--- src/hw/tpu_pkg.sv ---
package tpu_pkg;

  // ****************************************************************
  // register map
  // ****************************************************************
  localparam logic [2:0] ADDR_CONTROL = 3'h0;
  localparam logic [2:0] ADDR_COUNT   = 3'h1;
  localparam logic [2:0] ADDR_COMPARE = 3'h2;
  localparam logic [2:0] ADDR_STATUS  = 3'h3;
  localparam logic [2:0] ADDR_FLAGS   = 3'h4;

  localparam int STATUS_ASYNC_BIT = 3;
  localparam int FLAG_CMP_BIT     = 7;
  localparam int FLAG_OVF_BIT     = 6;

  localparam logic [7:0] CTRL_FORCE_MASK = 8'h80;
  localparam logic [7:0] RESET_BYTE      = 8'h00;
  localparam logic [3:0] STATUS_PAD      = 4'h0;

  // holding register slots, index equals busy bit position in status
  localparam int HOLD_CTRL = 0;
  localparam int HOLD_CMP  = 1;
  localparam int HOLD_CNT  = 2;
  localparam int HOLD_NUM  = 3;

  // ****************************************************************
  // counter and prescaler constants
  // ****************************************************************
  localparam logic [7:0] COUNT_MAX    = 8'hFF;
  localparam logic [7:0] COUNT_BOTTOM = 8'h00;
  localparam logic [7:0] COUNT_STEP   = 8'h01;
  localparam logic [1:0] COMMIT_LAST  = 2'h1;
  localparam logic [1:0] EDGE_STEP    = 2'h1;
  localparam int PRESC_W   = 10;
  localparam int DIV8_W    = 3;
  localparam int DIV32_W   = 5;
  localparam int DIV64_W   = 6;
  localparam int DIV128_W  = 7;
  localparam int DIV256_W  = 8;
  localparam int DIV1024_W = 10;

  // ****************************************************************
  // types
  // ****************************************************************
  typedef enum logic [1:0] {
    WGM_NORMAL = 2'b00,
    WGM_PHASE  = 2'b01,
    WGM_CTC    = 2'b10,
    WGM_FAST   = 2'b11
  } tpu_wgm_t;

  typedef enum logic [1:0] {
    COM_OFF    = 2'b00,
    COM_TOGGLE = 2'b01,
    COM_CLEAR  = 2'b10,
    COM_SET    = 2'b11
  } tpu_com_t;

  typedef enum logic [2:0] {
    CS_STOP  = 3'b000,
    CS_DIV1  = 3'b001,
    CS_DIV8  = 3'b010,
    CS_DIV32 = 3'b011,
    CS_DIV64 = 3'b100,
    CS_D128  = 3'b101,
    CS_D256  = 3'b110,
    CS_D1024 = 3'b111
  } tpu_cs_t;

  typedef struct packed {
    logic       forceCmp;
    logic       wgmHi;
    logic [1:0] com;
    logic       wgmLo;
    logic [2:0] cs;
  } tpu_ctrl_t;

endpackage

--- src/hw/tpu_timer.sv ---
// Function
// - in non-PWM modes a force strobe acts as a compare match on the output
// - a force strobe sets no flag and never clears the counter
// - the force strobe bit always reads back as zero
// - mode field picks normal, phase PWM, clear-on-match or fast PWM
// - nonzero output mode overrides port; pin driven only if direction out
// - non-PWM output modes: off, toggle, clear, set on match
// - fast PWM: off, reserved, clear match/set bottom, or inverse
// - fast PWM with compare at TOP and upper bit set ignores match
// - phase PWM: off, reserved, clear up set down, or the opposite
// - phase PWM with compare at TOP and upper bit set acts at TOP
// - clock select: stop, undivided, or divided by 8 to 1024
// - count register reads and writes the 8-bit counter directly
// - a count write suppresses the compare match on the next timer tick
// - compare value is compared continuously for flag and waveform
// - async select bit 3 picks system clock or crystal input
// - async count write sets busy bit 2 until counter is loaded
// - async compare write sets busy bit 1 until compare is loaded
// - async control write sets busy bit 0 until control is loaded
// - each async write commits after two crystal rising edges
// - count reads live counter; compare, control read holding registers
// - compare flag bit 7 set on match, cleared by vector or write one
//
// The plain strobed port and the address map were decided locally.
`timescale 1ns/10ps
`default_nettype none

module tpu_timer
(
  input  wire logic       ref_clk,
  input  wire logic       rst,
  input  wire logic [2:0] regAddr,
  input  wire logic [7:0] regWrData,
  input  wire logic       regWrEn,
  input  wire logic       regRdEn,
  output logic      [7:0] regRdData,
  input  wire logic       crystalOscIn,
  input  wire logic       cmpVecAck,
  input  wire logic       ovfVecAck,
  input  wire logic       portDirOut,
  input  wire logic       portData,
  output logic            compareOutPin,
  output logic            compareOutEn_n,
  output logic            compareMatchFlag,
  output logic            overflowFlag
);

  // ****************************************************************
  // state
  // ****************************************************************
  tpu_pkg::tpu_ctrl_t                 ctrl_r;
  tpu_pkg::tpu_wgm_t                  mode;
  logic [tpu_pkg::HOLD_NUM-1:0][7:0]  hold_r;
  logic [tpu_pkg::HOLD_NUM-1:0][1:0]  edges_r;
  logic [tpu_pkg::HOLD_NUM-1:0][7:0]  commitData;
  logic [tpu_pkg::HOLD_NUM-1:0]       busy_r;
  logic [tpu_pkg::HOLD_NUM-1:0]       wrSel;
  logic [tpu_pkg::HOLD_NUM-1:0]       commit;
  logic [7:0]                         wrMasked;
  logic [7:0]                         cnt_r;
  logic [7:0]                         cmpBuf_r;
  logic [7:0]                         cmpAct_r;
  logic [7:0]                         top;
  logic [7:0]                         rdNxt;
  logic [7:0]                         rdData_r;
  logic [tpu_pkg::PRESC_W-1:0]        presc_r;
  logic                               asyncSel_r;
  logic                               xtalS1_r;
  logic                               xtalS2_r;
  logic                               xtalS3_r;
  logic                               xtalEdge;
  logic                               srcTick;
  logic                               timerTick;
  logic                               dirDown_r;
  logic                               blockMatch_r;
  logic                               match;
  logic                               atTopIgnore;
  logic                               forceHit;
  logic                               ovfSet;
  logic                               wrFlags;
  logic                               wrStatus;
  logic                               cmpFlag_r;
  logic                               ovfFlag_r;
  logic                               ocOut_r;
  tpu_pkg::tpu_ctrl_t                 wrCtrl;

  // ****************************************************************
  // timer clock source and prescaler
  // ****************************************************************
  always_ff @(posedge ref_clk)
  begin
    if (rst)
    begin
      xtalS1_r <= 1'b0;
      xtalS2_r <= 1'b0;
      xtalS3_r <= 1'b0;
    end
    else
    begin
      xtalS1_r <= crystalOscIn;
      xtalS2_r <= xtalS1_r;
      xtalS3_r <= xtalS2_r;
    end
  end

  assign xtalEdge = xtalS2_r & ~xtalS3_r;
  assign srcTick  = asyncSel_r ? xtalEdge : 1'b1;

  always_ff @(posedge ref_clk)
  begin
    if (rst)
      presc_r <= '0;
    else if (srcTick)
      presc_r <= presc_r + 1'b1;
  end

  always_comb
  begin
    case (ctrl_r.cs)
      tpu_pkg::CS_STOP:  timerTick = 1'b0;
      tpu_pkg::CS_DIV1:  timerTick = srcTick;
      tpu_pkg::CS_DIV8:  timerTick = srcTick & (&presc_r[tpu_pkg::DIV8_W-1:0]);
      tpu_pkg::CS_DIV32: timerTick = srcTick & (&presc_r[tpu_pkg::DIV32_W-1:0]);
      tpu_pkg::CS_DIV64: timerTick = srcTick & (&presc_r[tpu_pkg::DIV64_W-1:0]);
      tpu_pkg::CS_D128:  timerTick = srcTick & (&presc_r[tpu_pkg::DIV128_W-1:0]);
      tpu_pkg::CS_D256:  timerTick = srcTick & (&presc_r[tpu_pkg::DIV256_W-1:0]);
      default:           timerTick = srcTick & (&presc_r[tpu_pkg::DIV1024_W-1:0]);
    endcase
  end

  // ****************************************************************
  // register writes, holding registers and update busy
  // ****************************************************************
  assign wrSel[tpu_pkg::HOLD_CTRL] = regWrEn && regAddr == tpu_pkg::ADDR_CONTROL;
  assign wrSel[tpu_pkg::HOLD_CMP]  = regWrEn && regAddr == tpu_pkg::ADDR_COMPARE;
  assign wrSel[tpu_pkg::HOLD_CNT]  = regWrEn && regAddr == tpu_pkg::ADDR_COUNT;
  assign wrStatus = regWrEn && regAddr == tpu_pkg::ADDR_STATUS;
  assign wrFlags  = regWrEn && regAddr == tpu_pkg::ADDR_FLAGS;
  assign wrMasked = regWrData & ~tpu_pkg::CTRL_FORCE_MASK;

  always_ff @(posedge ref_clk)
  begin
    if (rst)
      asyncSel_r <= 1'b0;
    else if (wrStatus)
      asyncSel_r <= regWrData[tpu_pkg::STATUS_ASYNC_BIT];
  end

  generate
    for (genvar i = 0; i < tpu_pkg::HOLD_NUM; i++)
    begin : gHold
      // sync mode loads the destination straight from the bus
      assign commit[i] = (wrSel[i] && !asyncSel_r) ||
                         (busy_r[i] && xtalEdge &&
                          edges_r[i] == tpu_pkg::COMMIT_LAST);
      assign commitData[i] = asyncSel_r ? hold_r[i] : regWrData;

      always_ff @(posedge ref_clk)
      begin
        if (rst)
          hold_r[i] <= tpu_pkg::RESET_BYTE;
        else if (wrSel[i])
          hold_r[i] <= (i == tpu_pkg::HOLD_CTRL) ? wrMasked : regWrData;
      end

      // a new write in the commit cycle keeps the slot busy
      always_ff @(posedge ref_clk)
      begin
        if (rst)
        begin
          busy_r[i]  <= 1'b0;
          edges_r[i] <= 2'h0;
        end
        else if (wrSel[i] && asyncSel_r)
        begin
          busy_r[i]  <= 1'b1;
          edges_r[i] <= 2'h0;
        end
        else if (busy_r[i] && xtalEdge)
        begin
          if (edges_r[i] == tpu_pkg::COMMIT_LAST)
            busy_r[i] <= 1'b0;
          edges_r[i] <= edges_r[i] + tpu_pkg::EDGE_STEP;
        end
      end
    end
  endgenerate

  always_ff @(posedge ref_clk)
  begin
    if (rst)
      ctrl_r <= tpu_pkg::RESET_BYTE;
    else if (commit[tpu_pkg::HOLD_CTRL])
      ctrl_r <= commitData[tpu_pkg::HOLD_CTRL] & ~tpu_pkg::CTRL_FORCE_MASK;
  end

  always_ff @(posedge ref_clk)
  begin
    if (rst)
      cmpBuf_r <= tpu_pkg::RESET_BYTE;
    else if (commit[tpu_pkg::HOLD_CMP])
      cmpBuf_r <= commitData[tpu_pkg::HOLD_CMP];
  end

  // ****************************************************************
  // counter and compare
  // ****************************************************************
  assign mode = tpu_pkg::tpu_wgm_t'({ctrl_r.wgmHi, ctrl_r.wgmLo});
  assign top  = (mode == tpu_pkg::WGM_CTC) ? cmpAct_r : tpu_pkg::COUNT_MAX;
  assign match = timerTick && cnt_r == cmpAct_r && !blockMatch_r;
  assign atTopIgnore = cmpAct_r == tpu_pkg::COUNT_MAX && ctrl_r.com[1];
  assign wrCtrl = regWrData;
  assign forceHit = wrSel[tpu_pkg::HOLD_CTRL] && wrCtrl.forceCmp &&
                    !wrCtrl.wgmLo;
  assign ovfSet = timerTick &&
                  ((mode == tpu_pkg::WGM_PHASE) ?
                   (dirDown_r && cnt_r == tpu_pkg::COUNT_BOTTOM) :
                   cnt_r == tpu_pkg::COUNT_MAX);

  always_ff @(posedge ref_clk)
  begin
    if (rst)
      blockMatch_r <= 1'b0;
    else if (commit[tpu_pkg::HOLD_CNT])
      blockMatch_r <= 1'b1;
    else if (timerTick)
      blockMatch_r <= 1'b0;
  end

  // force strobe never touches the counter
  always_ff @(posedge ref_clk)
  begin
    if (rst)
    begin
      cnt_r     <= tpu_pkg::COUNT_BOTTOM;
      dirDown_r <= 1'b0;
    end
    else if (commit[tpu_pkg::HOLD_CNT])
      cnt_r <= commitData[tpu_pkg::HOLD_CNT];
    else if (timerTick)
    begin
      if (mode == tpu_pkg::WGM_PHASE)
      begin
        if (!dirDown_r && cnt_r == top)
        begin
          dirDown_r <= 1'b1;
          cnt_r     <= cnt_r - tpu_pkg::COUNT_STEP;
        end
        else if (dirDown_r && cnt_r == tpu_pkg::COUNT_BOTTOM)
        begin
          dirDown_r <= 1'b0;
          cnt_r     <= cnt_r + tpu_pkg::COUNT_STEP;
        end
        else if (dirDown_r)
          cnt_r <= cnt_r - tpu_pkg::COUNT_STEP;
        else
          cnt_r <= cnt_r + tpu_pkg::COUNT_STEP;
      end
      else
      begin
        dirDown_r <= 1'b0;
        cnt_r <= (cnt_r == top) ? tpu_pkg::COUNT_BOTTOM :
                 cnt_r + tpu_pkg::COUNT_STEP;
      end
    end
  end

  // compare double buffer: immediate in normal and clear-on-match, at TOP in both PWM modes
  always_ff @(posedge ref_clk)
  begin
    if (rst)
      cmpAct_r <= tpu_pkg::RESET_BYTE;
    else if (mode == tpu_pkg::WGM_NORMAL || mode == tpu_pkg::WGM_CTC)
      cmpAct_r <= cmpBuf_r;
    else if (timerTick && !dirDown_r && cnt_r == top)
      cmpAct_r <= cmpBuf_r;
  end

  // ****************************************************************
  // flags, set wins over clear
  // ****************************************************************
  always_ff @(posedge ref_clk)
  begin
    if (rst)
    begin
      cmpFlag_r <= 1'b0;
      ovfFlag_r <= 1'b0;
    end
    else
    begin
      cmpFlag_r <= match | (cmpFlag_r & ~(cmpVecAck |
                   (wrFlags & regWrData[tpu_pkg::FLAG_CMP_BIT])));
      ovfFlag_r <= ovfSet | (ovfFlag_r & ~(ovfVecAck |
                   (wrFlags & regWrData[tpu_pkg::FLAG_OVF_BIT])));
    end
  end

  // ****************************************************************
  // waveform output
  // ****************************************************************
  always_ff @(posedge ref_clk)
  begin
    if (rst)
      ocOut_r <= 1'b0;
    else if (forceHit)
    begin
      if (wrCtrl.com == tpu_pkg::COM_TOGGLE)
        ocOut_r <= ~ocOut_r;
      else if (wrCtrl.com[1])
        ocOut_r <= wrCtrl.com[0];
    end
    else if (timerTick)
    begin
      case (mode)
        tpu_pkg::WGM_FAST:
        begin
          if (ctrl_r.com[1] && cnt_r == top)
            ocOut_r <= ~ctrl_r.com[0];
          else if (ctrl_r.com[1] && match && !atTopIgnore)
            ocOut_r <= ctrl_r.com[0];
        end
        tpu_pkg::WGM_PHASE:
        begin
          if (ctrl_r.com[1] && atTopIgnore)
          begin
            if (!dirDown_r && cnt_r == top)
              ocOut_r <= ctrl_r.com[0];
          end
          else if (ctrl_r.com[1] && match)
            ocOut_r <= ctrl_r.com[0] ^ dirDown_r;
        end
        default:
        begin
          if (match && ctrl_r.com == tpu_pkg::COM_TOGGLE)
            ocOut_r <= ~ocOut_r;
          else if (match && ctrl_r.com[1])
            ocOut_r <= ctrl_r.com[0];
        end
      endcase
    end
  end

  assign compareOutPin  = (ctrl_r.com != tpu_pkg::COM_OFF) ?
                          ocOut_r : portData;
  assign compareOutEn_n = ~portDirOut;
  assign compareMatchFlag = cmpFlag_r;
  assign overflowFlag     = ovfFlag_r;

  // ****************************************************************
  // register reads
  // ****************************************************************
  always_comb
  begin
    if (regAddr == tpu_pkg::ADDR_CONTROL)
      rdNxt = hold_r[tpu_pkg::HOLD_CTRL];
    else if (regAddr == tpu_pkg::ADDR_COUNT)
      rdNxt = cnt_r;
    else if (regAddr == tpu_pkg::ADDR_COMPARE)
      rdNxt = hold_r[tpu_pkg::HOLD_CMP];
    else if (regAddr == tpu_pkg::ADDR_STATUS)
      rdNxt = {tpu_pkg::STATUS_PAD, asyncSel_r, busy_r};
    else if (regAddr == tpu_pkg::ADDR_FLAGS)
      rdNxt = {cmpFlag_r, ovfFlag_r, 6'h00};
    else
      rdNxt = tpu_pkg::RESET_BYTE;
  end

  always_ff @(posedge ref_clk)
  begin
    if (rst)
      rdData_r <= tpu_pkg::RESET_BYTE;
    else
      rdData_r <= regRdEn ? rdNxt : tpu_pkg::RESET_BYTE;
  end

  assign regRdData = rdData_r;
endmodule

`default_nettype wire

--- config.mk ---
export PLATFORM = sky130hd
export DESIGN_NAME = tpu_timer
export DESIGN_NICKNAME = d
export VERILOG_FILES = /design/src/hw/tpu_pkg.sv /design/src/hw/tpu_timer.sv
export SDC_FILE = /design/constraint.sdc
export NUM_CORES = 1
export LEC_CHECK = 0
export BUFFER_PORTS_ARGS = -buffer_cell sky130_fd_sc_hd__buf_2
export CORE_AREA = 2 2 88 90
export DETAILED_ROUTE_END_ITERATION = 8
export DIE_AREA = 0 0 90 92
export PLACE_DENSITY = 0.93
export SYNTH_ARGS = -nofsm -noshare
export SYNTH_HDL_FRONTEND = slang
export SYNTH_SLANG_ARGS = --single-unit
export TNS_END_PERCENT = 100
--- constraint.sdc ---
create_clock -name ref_clk -period 7 [get_ports ref_clk]
set_input_delay 0.35 -clock ref_clk [delete_from_list [all_inputs] [get_ports ref_clk]]
set_output_delay 0.35 -clock ref_clk [all_outputs]
set_load 0.05 [all_outputs]
==> impl_metrics.yaml, run 1 <==
status:
  status: "finished, final reports clean"
routing:
  avgRoutedWirePerCell_um: 18.0
  viasPerCell: 6.27
  drt_iter0_drc: 553
  firstDrtPassIters: 5
  antenna_left: 0
  vias: 4337
  routed_wl_mm: 12.5
  drcViolationCount: 0
sta:
  final_hold_viol_count: 0
  rsz0062_at_grt: "no"
  slew_violations: 0
  clock_skew_ns: 0.0137
  fin_tns_setup_ns: 0
  min_period_over_period: 0.437
  setup_viol: 0
  layout_min_cycle_time_ns: 3.06
  worstMarginPinSlew_ns: 1.15
  worst_slack_ns: 3.94
  max_slew_margin: 0.230
  max_freq_mhz: 327
logic_synthesis:
  avgSynthCellArea_um2: 8.08
  ys_types: 59
  async_reset_ff_frac: 0
  synth_seq_cells: 90
  ys_seq_area_frac: 0.388
  syn-num-nets: 603
  synth-edff-count: 0
  synth_top_area_frac: 0.388
  ys_top_cells_by_area: "dfxtp_1 39%, a21oi_1 7.0%, mux2i_1 6.0%, nand2_1 5.7%, nor2_1 5.3%"
  synth_warnings: 0
  ys.flop_type: "dfxtp_1"
  synthCells: 575
  yosysTopAreaCell: "dfxtp_1"
  netlist_area_mm2: 0.00465
clock_network:
  cts_buffer_depth: 2
  root_buffer: "clkbuf_8"
  post_cts_buffers: 0
  cts_sinks: 90
  cts_tree: "done"
  cts-buffers-inserted: 9
  cts_resized: 0
  hold_buffers: 0
  clock_latency_ns: 0.36
  htree_levels: 3
  clk_pin_slew_ns: 0.08
cells_and_area:
  drive_gt1_frac: 0.107
  nets: 615
  final_common_cell: "dfxtp_1"
  final_cell_mix: "90 x dfxtp_1, 71 x nand2_1, 65 x nor2_1, 65 x a21oi_1, 31 x buf_2"
  utilization: 0.674
  area_delta_synth_final_pct: 8.08
  diodes: 0
critical_path:
  max_stage_delay_ns: 0.60
  timing.critical_path.buf_inv: 0
  startpoint_type: "flop"
  required_ns: 7.21
  crit_chain: "ha_1 -> and3_1 -> ha_1 -> and3b_1 -> a2111oi_4 -> a41oi_4 -> or4_4 -> nor4_1 -> a211o_2 -> mux2i_1 -> nor2_1"
  arrival_ns: 3.27
  cp_top_family: "simple AND/OR/NAND/NOR gates"
  cp_common_cell: "ha_1"
  criticalPathCategory: "reg2reg"
  end_kind: "flop"
  path_max_fanout: 9
  cpMaxStageDelayCell: "or4_4"
grt:
  grt_pass1_vias: 4045
  grt_pass1_wl_mm: 20.2
  antenna_found_initial: 0
  grt_max_degree: 87
  grt_overflow: 0
  grt_usage: 0.305
placement:
  gp_congestion: 0.936
  dp_slack_ns: 4.06
  hpwlAfterDp_mm: 8.64
  io_buffers: 31
power:
  total_power_w: 0.00102
  power_switching_share: 0.259
  intPower_w: 0.000758
  seq_power_share: 0.526
  ir_worst_vdd_uv: 124
  power.switching_w: 0.000265
  p_leak_nw: 1.84
  powerDensity_mw_per_mm2: 204
  p_comb_frac: 0.100
  clkPwrFrac: 0.373
die:
  initial_core_util: 0.624
  die_w_um: 90
  die_h_um: 92
  die_area_mm2: 0.00828
  core_mm2: 0.00745
  rows: 32
  ios: 32
flow_run:
  max_cap_viol_count: 0
hold_path:
  hp-class: "in2reg"
[metal layers]
| metal | routed length [um] | vias up | GRT usage |
|---|---|---|---|
| li1 | - | 2054 | - |
| met1 | 5100 | 2019 | 0.394 |
| met2 | 5870 | 217 | 0.490 |
| met3 | 1050 | 47 | 0.0740 |
| met4 | 432 | 0 | 0.131 |
| met5 | 0 | - | 0 |
[state kept, by name (all words and copies together) (netlist names), 3 cells and up]
name,count
busy_r,3
hold_r,23
ctrl_r,7
cmpBuf_r,8
presc_r,10
cnt_r,8
regRdData,8
edges_r,6
cmpAct_r,8
[logic make-up after synthesis]
kind of cell               Yosys count  synth area share
AOI/OAI and AO/OA                  148             0.218
and+or+nand+nor                    234             0.238
buffers and inverters               51            0.0433
muxes                               29            0.0627
xor gates and xnor gates            15            0.0283
DFF                                 90             0.388
adders and majority gates            8            0.0215
[worst register-to-register path: stages, from the launching register on]
cell and delay, ns:
dfxtp_1 0.38, ha_1 0.20, and3_1 0.17, ha_1 0.14, and3b_1 0.20, a2111oi_4 0.39
a41oi_4 0.12, or4_4 0.60, nor4_1 0.32, a211o_2 0.17, mux2i_1 0.18, nor2_1 0.06
[metrics by stage]
stage / cells / area, um2 / hold WS, ns
6_report: 692 / 5020 / 0.201
5_1_grt: 692 / 5020 / 0.207
4_1_cts: 692 / 5020 / 0.197
3_5_place_dp: 678 / 4820 / 0.433
3_3_place_gp: 678 / 4820 / 0.424
2_1_floorplan: 575 / 4650 / 0.414
[cell type report]
class                           count  area (um2)
Clock inverter                      4        76.3
Sequential cell                    90        1800
Inverter                           18        67.6
Clock buffer                       10         128
Timing Repair Buffer               34         178
Fill cell                         611        2420
Tap cell                          102         128
Multi-Input combinational cell    434        2640
[cell usage after synthesis, types with 2 or more instances]
library cell	n
nor4_1	2
nand2_1	71
o22a_1	4
dfxtp_1	90
buf_2	8
clkbuf_1	20
xnor2_1	8
ha_1	8
nand3b_1	2
and2_1	5
o2111a_1	2
o21ai_1	3
a31oi_1	2
nand3_1	20
nand4_1	9
mux2i_1	28
o22ai_1	2
nor2b_1	17
and3_1	4
a22oi_1	4
inv_1	18
nor3b_1	3
buf_1	5
nand2b_1	10
nor3_1	16
or2_2	2
o21ai_0	12
a211o_1	5
nor2_1	65
xor2_1	7
a221oi_1	3
a211oi_1	29
a21oi_1	65
[power groups by stage]
stage               clock, W  combinational (W)  sequential, W
CTS                 0.000384           0.000101       0.000538
detailed placement         0          0.0000994       0.000550
global route        0.000407           0.000113       0.000540
floorplan                  0          0.0000752       0.000544
finish              0.000382           0.000103       0.000539
global placement           0          0.0000970       0.000549
[final timing paths]
path,cells after the start,slack (ns),from,end
setup / recovery,11,3.94,presc_r[0]$_SDFFE_PP0P_,ocOut_r$_SDFFE_PP0P_
hold / removal,2,0.20,crystalOscIn,xtalS1_r$_SDFF_PP0_
setup reg to reg,11,3.94,presc_r[0]$_SDFFE_PP0P_,ocOut_r$_SDFFE_PP0P_
hold reg to reg,1,0.45,xtalS1_r$_SDFF_PP0_,xtalS2_r$_SDFF_PP0_
(Power assumes the default switching activity.)
==> inputs of run 2 (changes only) <==
Settings changed: CORE_AREA 2 2 88 90 to 2 2 92 94, DIE_AREA 0 0 90 92 to 0 0 94 96, PLACE_DENSITY 0.93 to 0.87.
Clock period 7 ns to 3 ns, I/O delays scaled along.
==> run 2 against run 1 <==
Compared with the run above: first-iteration DRC count fell by 9.0%; sequential share of layout area down 0.93 points; register-to-register slack got worse by 3.8 ns; setup slack worse by 3.8 ns; critical path type unchanged; critical endpoint unchanged.
==> impl_metrics.yaml, run 2 (synthesis results as in run 1) <==
grt:
  grt_pass1_vias: 4056
  grt_util_met3: 0.0486
  antenna_found_initial: 0
  met2_usage: 0.495
  grt_pass1_wl_mm: 20.8
  grt_overflow: 0
  grt_use_met1: 0.397
  grt_max_degree: 50
  grt_usage: 0.299
  busiest_layer: "met2"
cells_and_area:
  diodes: 0
  fill_cells: 702
  drive_gt1_frac: 0.136
  final_cell_mix: "88 x dfxtp_1, 71 x nand2_1, 65 x nor2_1, 65 x a21oi_1, 31 x buf_2"
  final_common_cell: "dfxtp_1"
  top_register: "hold_r"
  top_regs: "hold_r (23), presc_r (10)"
  largest_reg_flops: 23
  nets: 628
  area_delta_synth_final_pct: 11.1
  finalNonFillerCells: 710
clock_network:
  root_buffer: "clkbuf_8"
  clk_pin_slew_ns: 0.10
  cts_buffer_depth: 2
  htree_levels: 3
  cts_sinks: 90
  clock_latency_ns: 0.36
  cts-buffers-inserted: 9
  cts_tree: "done"
routing:
  drt_iter0_drc: 503
  antenna_left: 0
  routed_wl_mm: 12.8
  viasPerCell: 6.17
  drcViolationCount: 0
  avgRoutedWirePerCell_um: 18.1
  vias: 4381
  firstDrtPassIters: 5
sta:
  clock_skew_ns: 0.0134
  fin_tns_setup_ns: 0
  setup_viol: 0
  max_slew_margin: 0.149
  max_freq_mhz: 351
  min_period_over_period: 0.951
  final_hold_viol_count: 0
  worst_slack_ns: 0.147
  layout_min_cycle_time_ns: 2.85
  slew_violations: 0
  worstMarginPinSlew_ns: 1.27
critical_path:
  required_ns: 3.23
  startpoint_type: "flop"
  arrival_ns: 3.08
  criticalPathCategory: "reg2reg"
  end_kind: "flop"
  path_max_fanout: 4
hold_path:
  hp-class: "in2reg"
die:
  initial_core_util: 0.577
  core_mm2: 0.00805
  rows: 33
  ios: 32
  die_area_mm2: 0.00902
  die_h_um: 96
  die_w_um: 94
placement:
  placedCellCount: 692
  gp_congestion: 0.955
  hpwlAfterDp_mm: 9.10
  dp_slack_ns: 0.00281
  io_buffers: 31
power:
  total_power_w: 0.00239
  powerDensity_mw_per_mm2: 462
  ir_worst_vdd_uv: 314
  p_leak_nw: 1.91
status:
  status: "finished, final reports clean"
flow_run:
  max_cap_viol_count: 0
[run 2: cell type report]
type                       instances  area, um2  area share
multi-input combinational        434       2670       0.518
sequential                        90       1800       0.349
timing repair buffer              47        278      0.0538
clock buffer                      10        138      0.0267
tap                              105        131      0.0254
clock inverter                     6       72.6      0.0141
inverter                          18       67.6      0.0131
[run 2: critical path: stages (launching register included)]
cell       delay (ns)
dfxtp_2          0.36
ha_2             0.20
and3_1           0.17
ha_1             0.13
and3b_1          0.19
a2111oi_4        0.29
a41oi_4          0.06
or4_4            0.62
nor4_4           0.30
a211o_2          0.16
mux2i_1          0.19
nor2_1           0.06
[run 2: final timing paths]
path,from,end,slack (ns),cells past startpoint
setup / recovery,presc_r[0]$_SDFFE_PP0P_,ocOut_r$_SDFFE_PP0P_,0.15,11
hold / removal,ovfVecAck,overflowFlag$_SDFF_PP0_,0.04,3
setup reg to reg,presc_r[0]$_SDFFE_PP0P_,ocOut_r$_SDFFE_PP0P_,0.15,11
hold reg to reg,xtalS1_r$_SDFF_PP0_,xtalS2_r$_SDFF_PP0_,0.44,1
[run 2: where the power goes]
part	internal, W	switching, W
logic	0.0000915	0.000165
registers	0.00122	0.0000319
clock network	0.000420	0.000454
[run 2: metal layers]
layer  vias up  wire [um]  share of wire
li1       2094          -              -
met1      2050       5470           0.43
met2       211       6120           0.48
met3        26        917          0.071
met4         0        326          0.025
met5         -          0              0
[run 2: timing repair]
item	4_1_cts	5_1_grt
resized for setup	2	4
hold buffers	1	0
pin swaps	0	3
endpoints found under the setup margin	1	1
buffers inserted	0	1
endpoints found under the hold margin	1	0
[run 2: stage by stage]
stage / hold WS, ns / cell area [um2] / util
floorplan: 0.278 / 4650 / -
global placement: 0.358 / 4900 / 0.609
detailed placement: 0.366 / 4900 / 0.609
CTS: 0.0367 / 5140 / 0.639
global route: 0.0434 / 5160 / 0.641
finish: 0.0414 / 5160 / 0.641
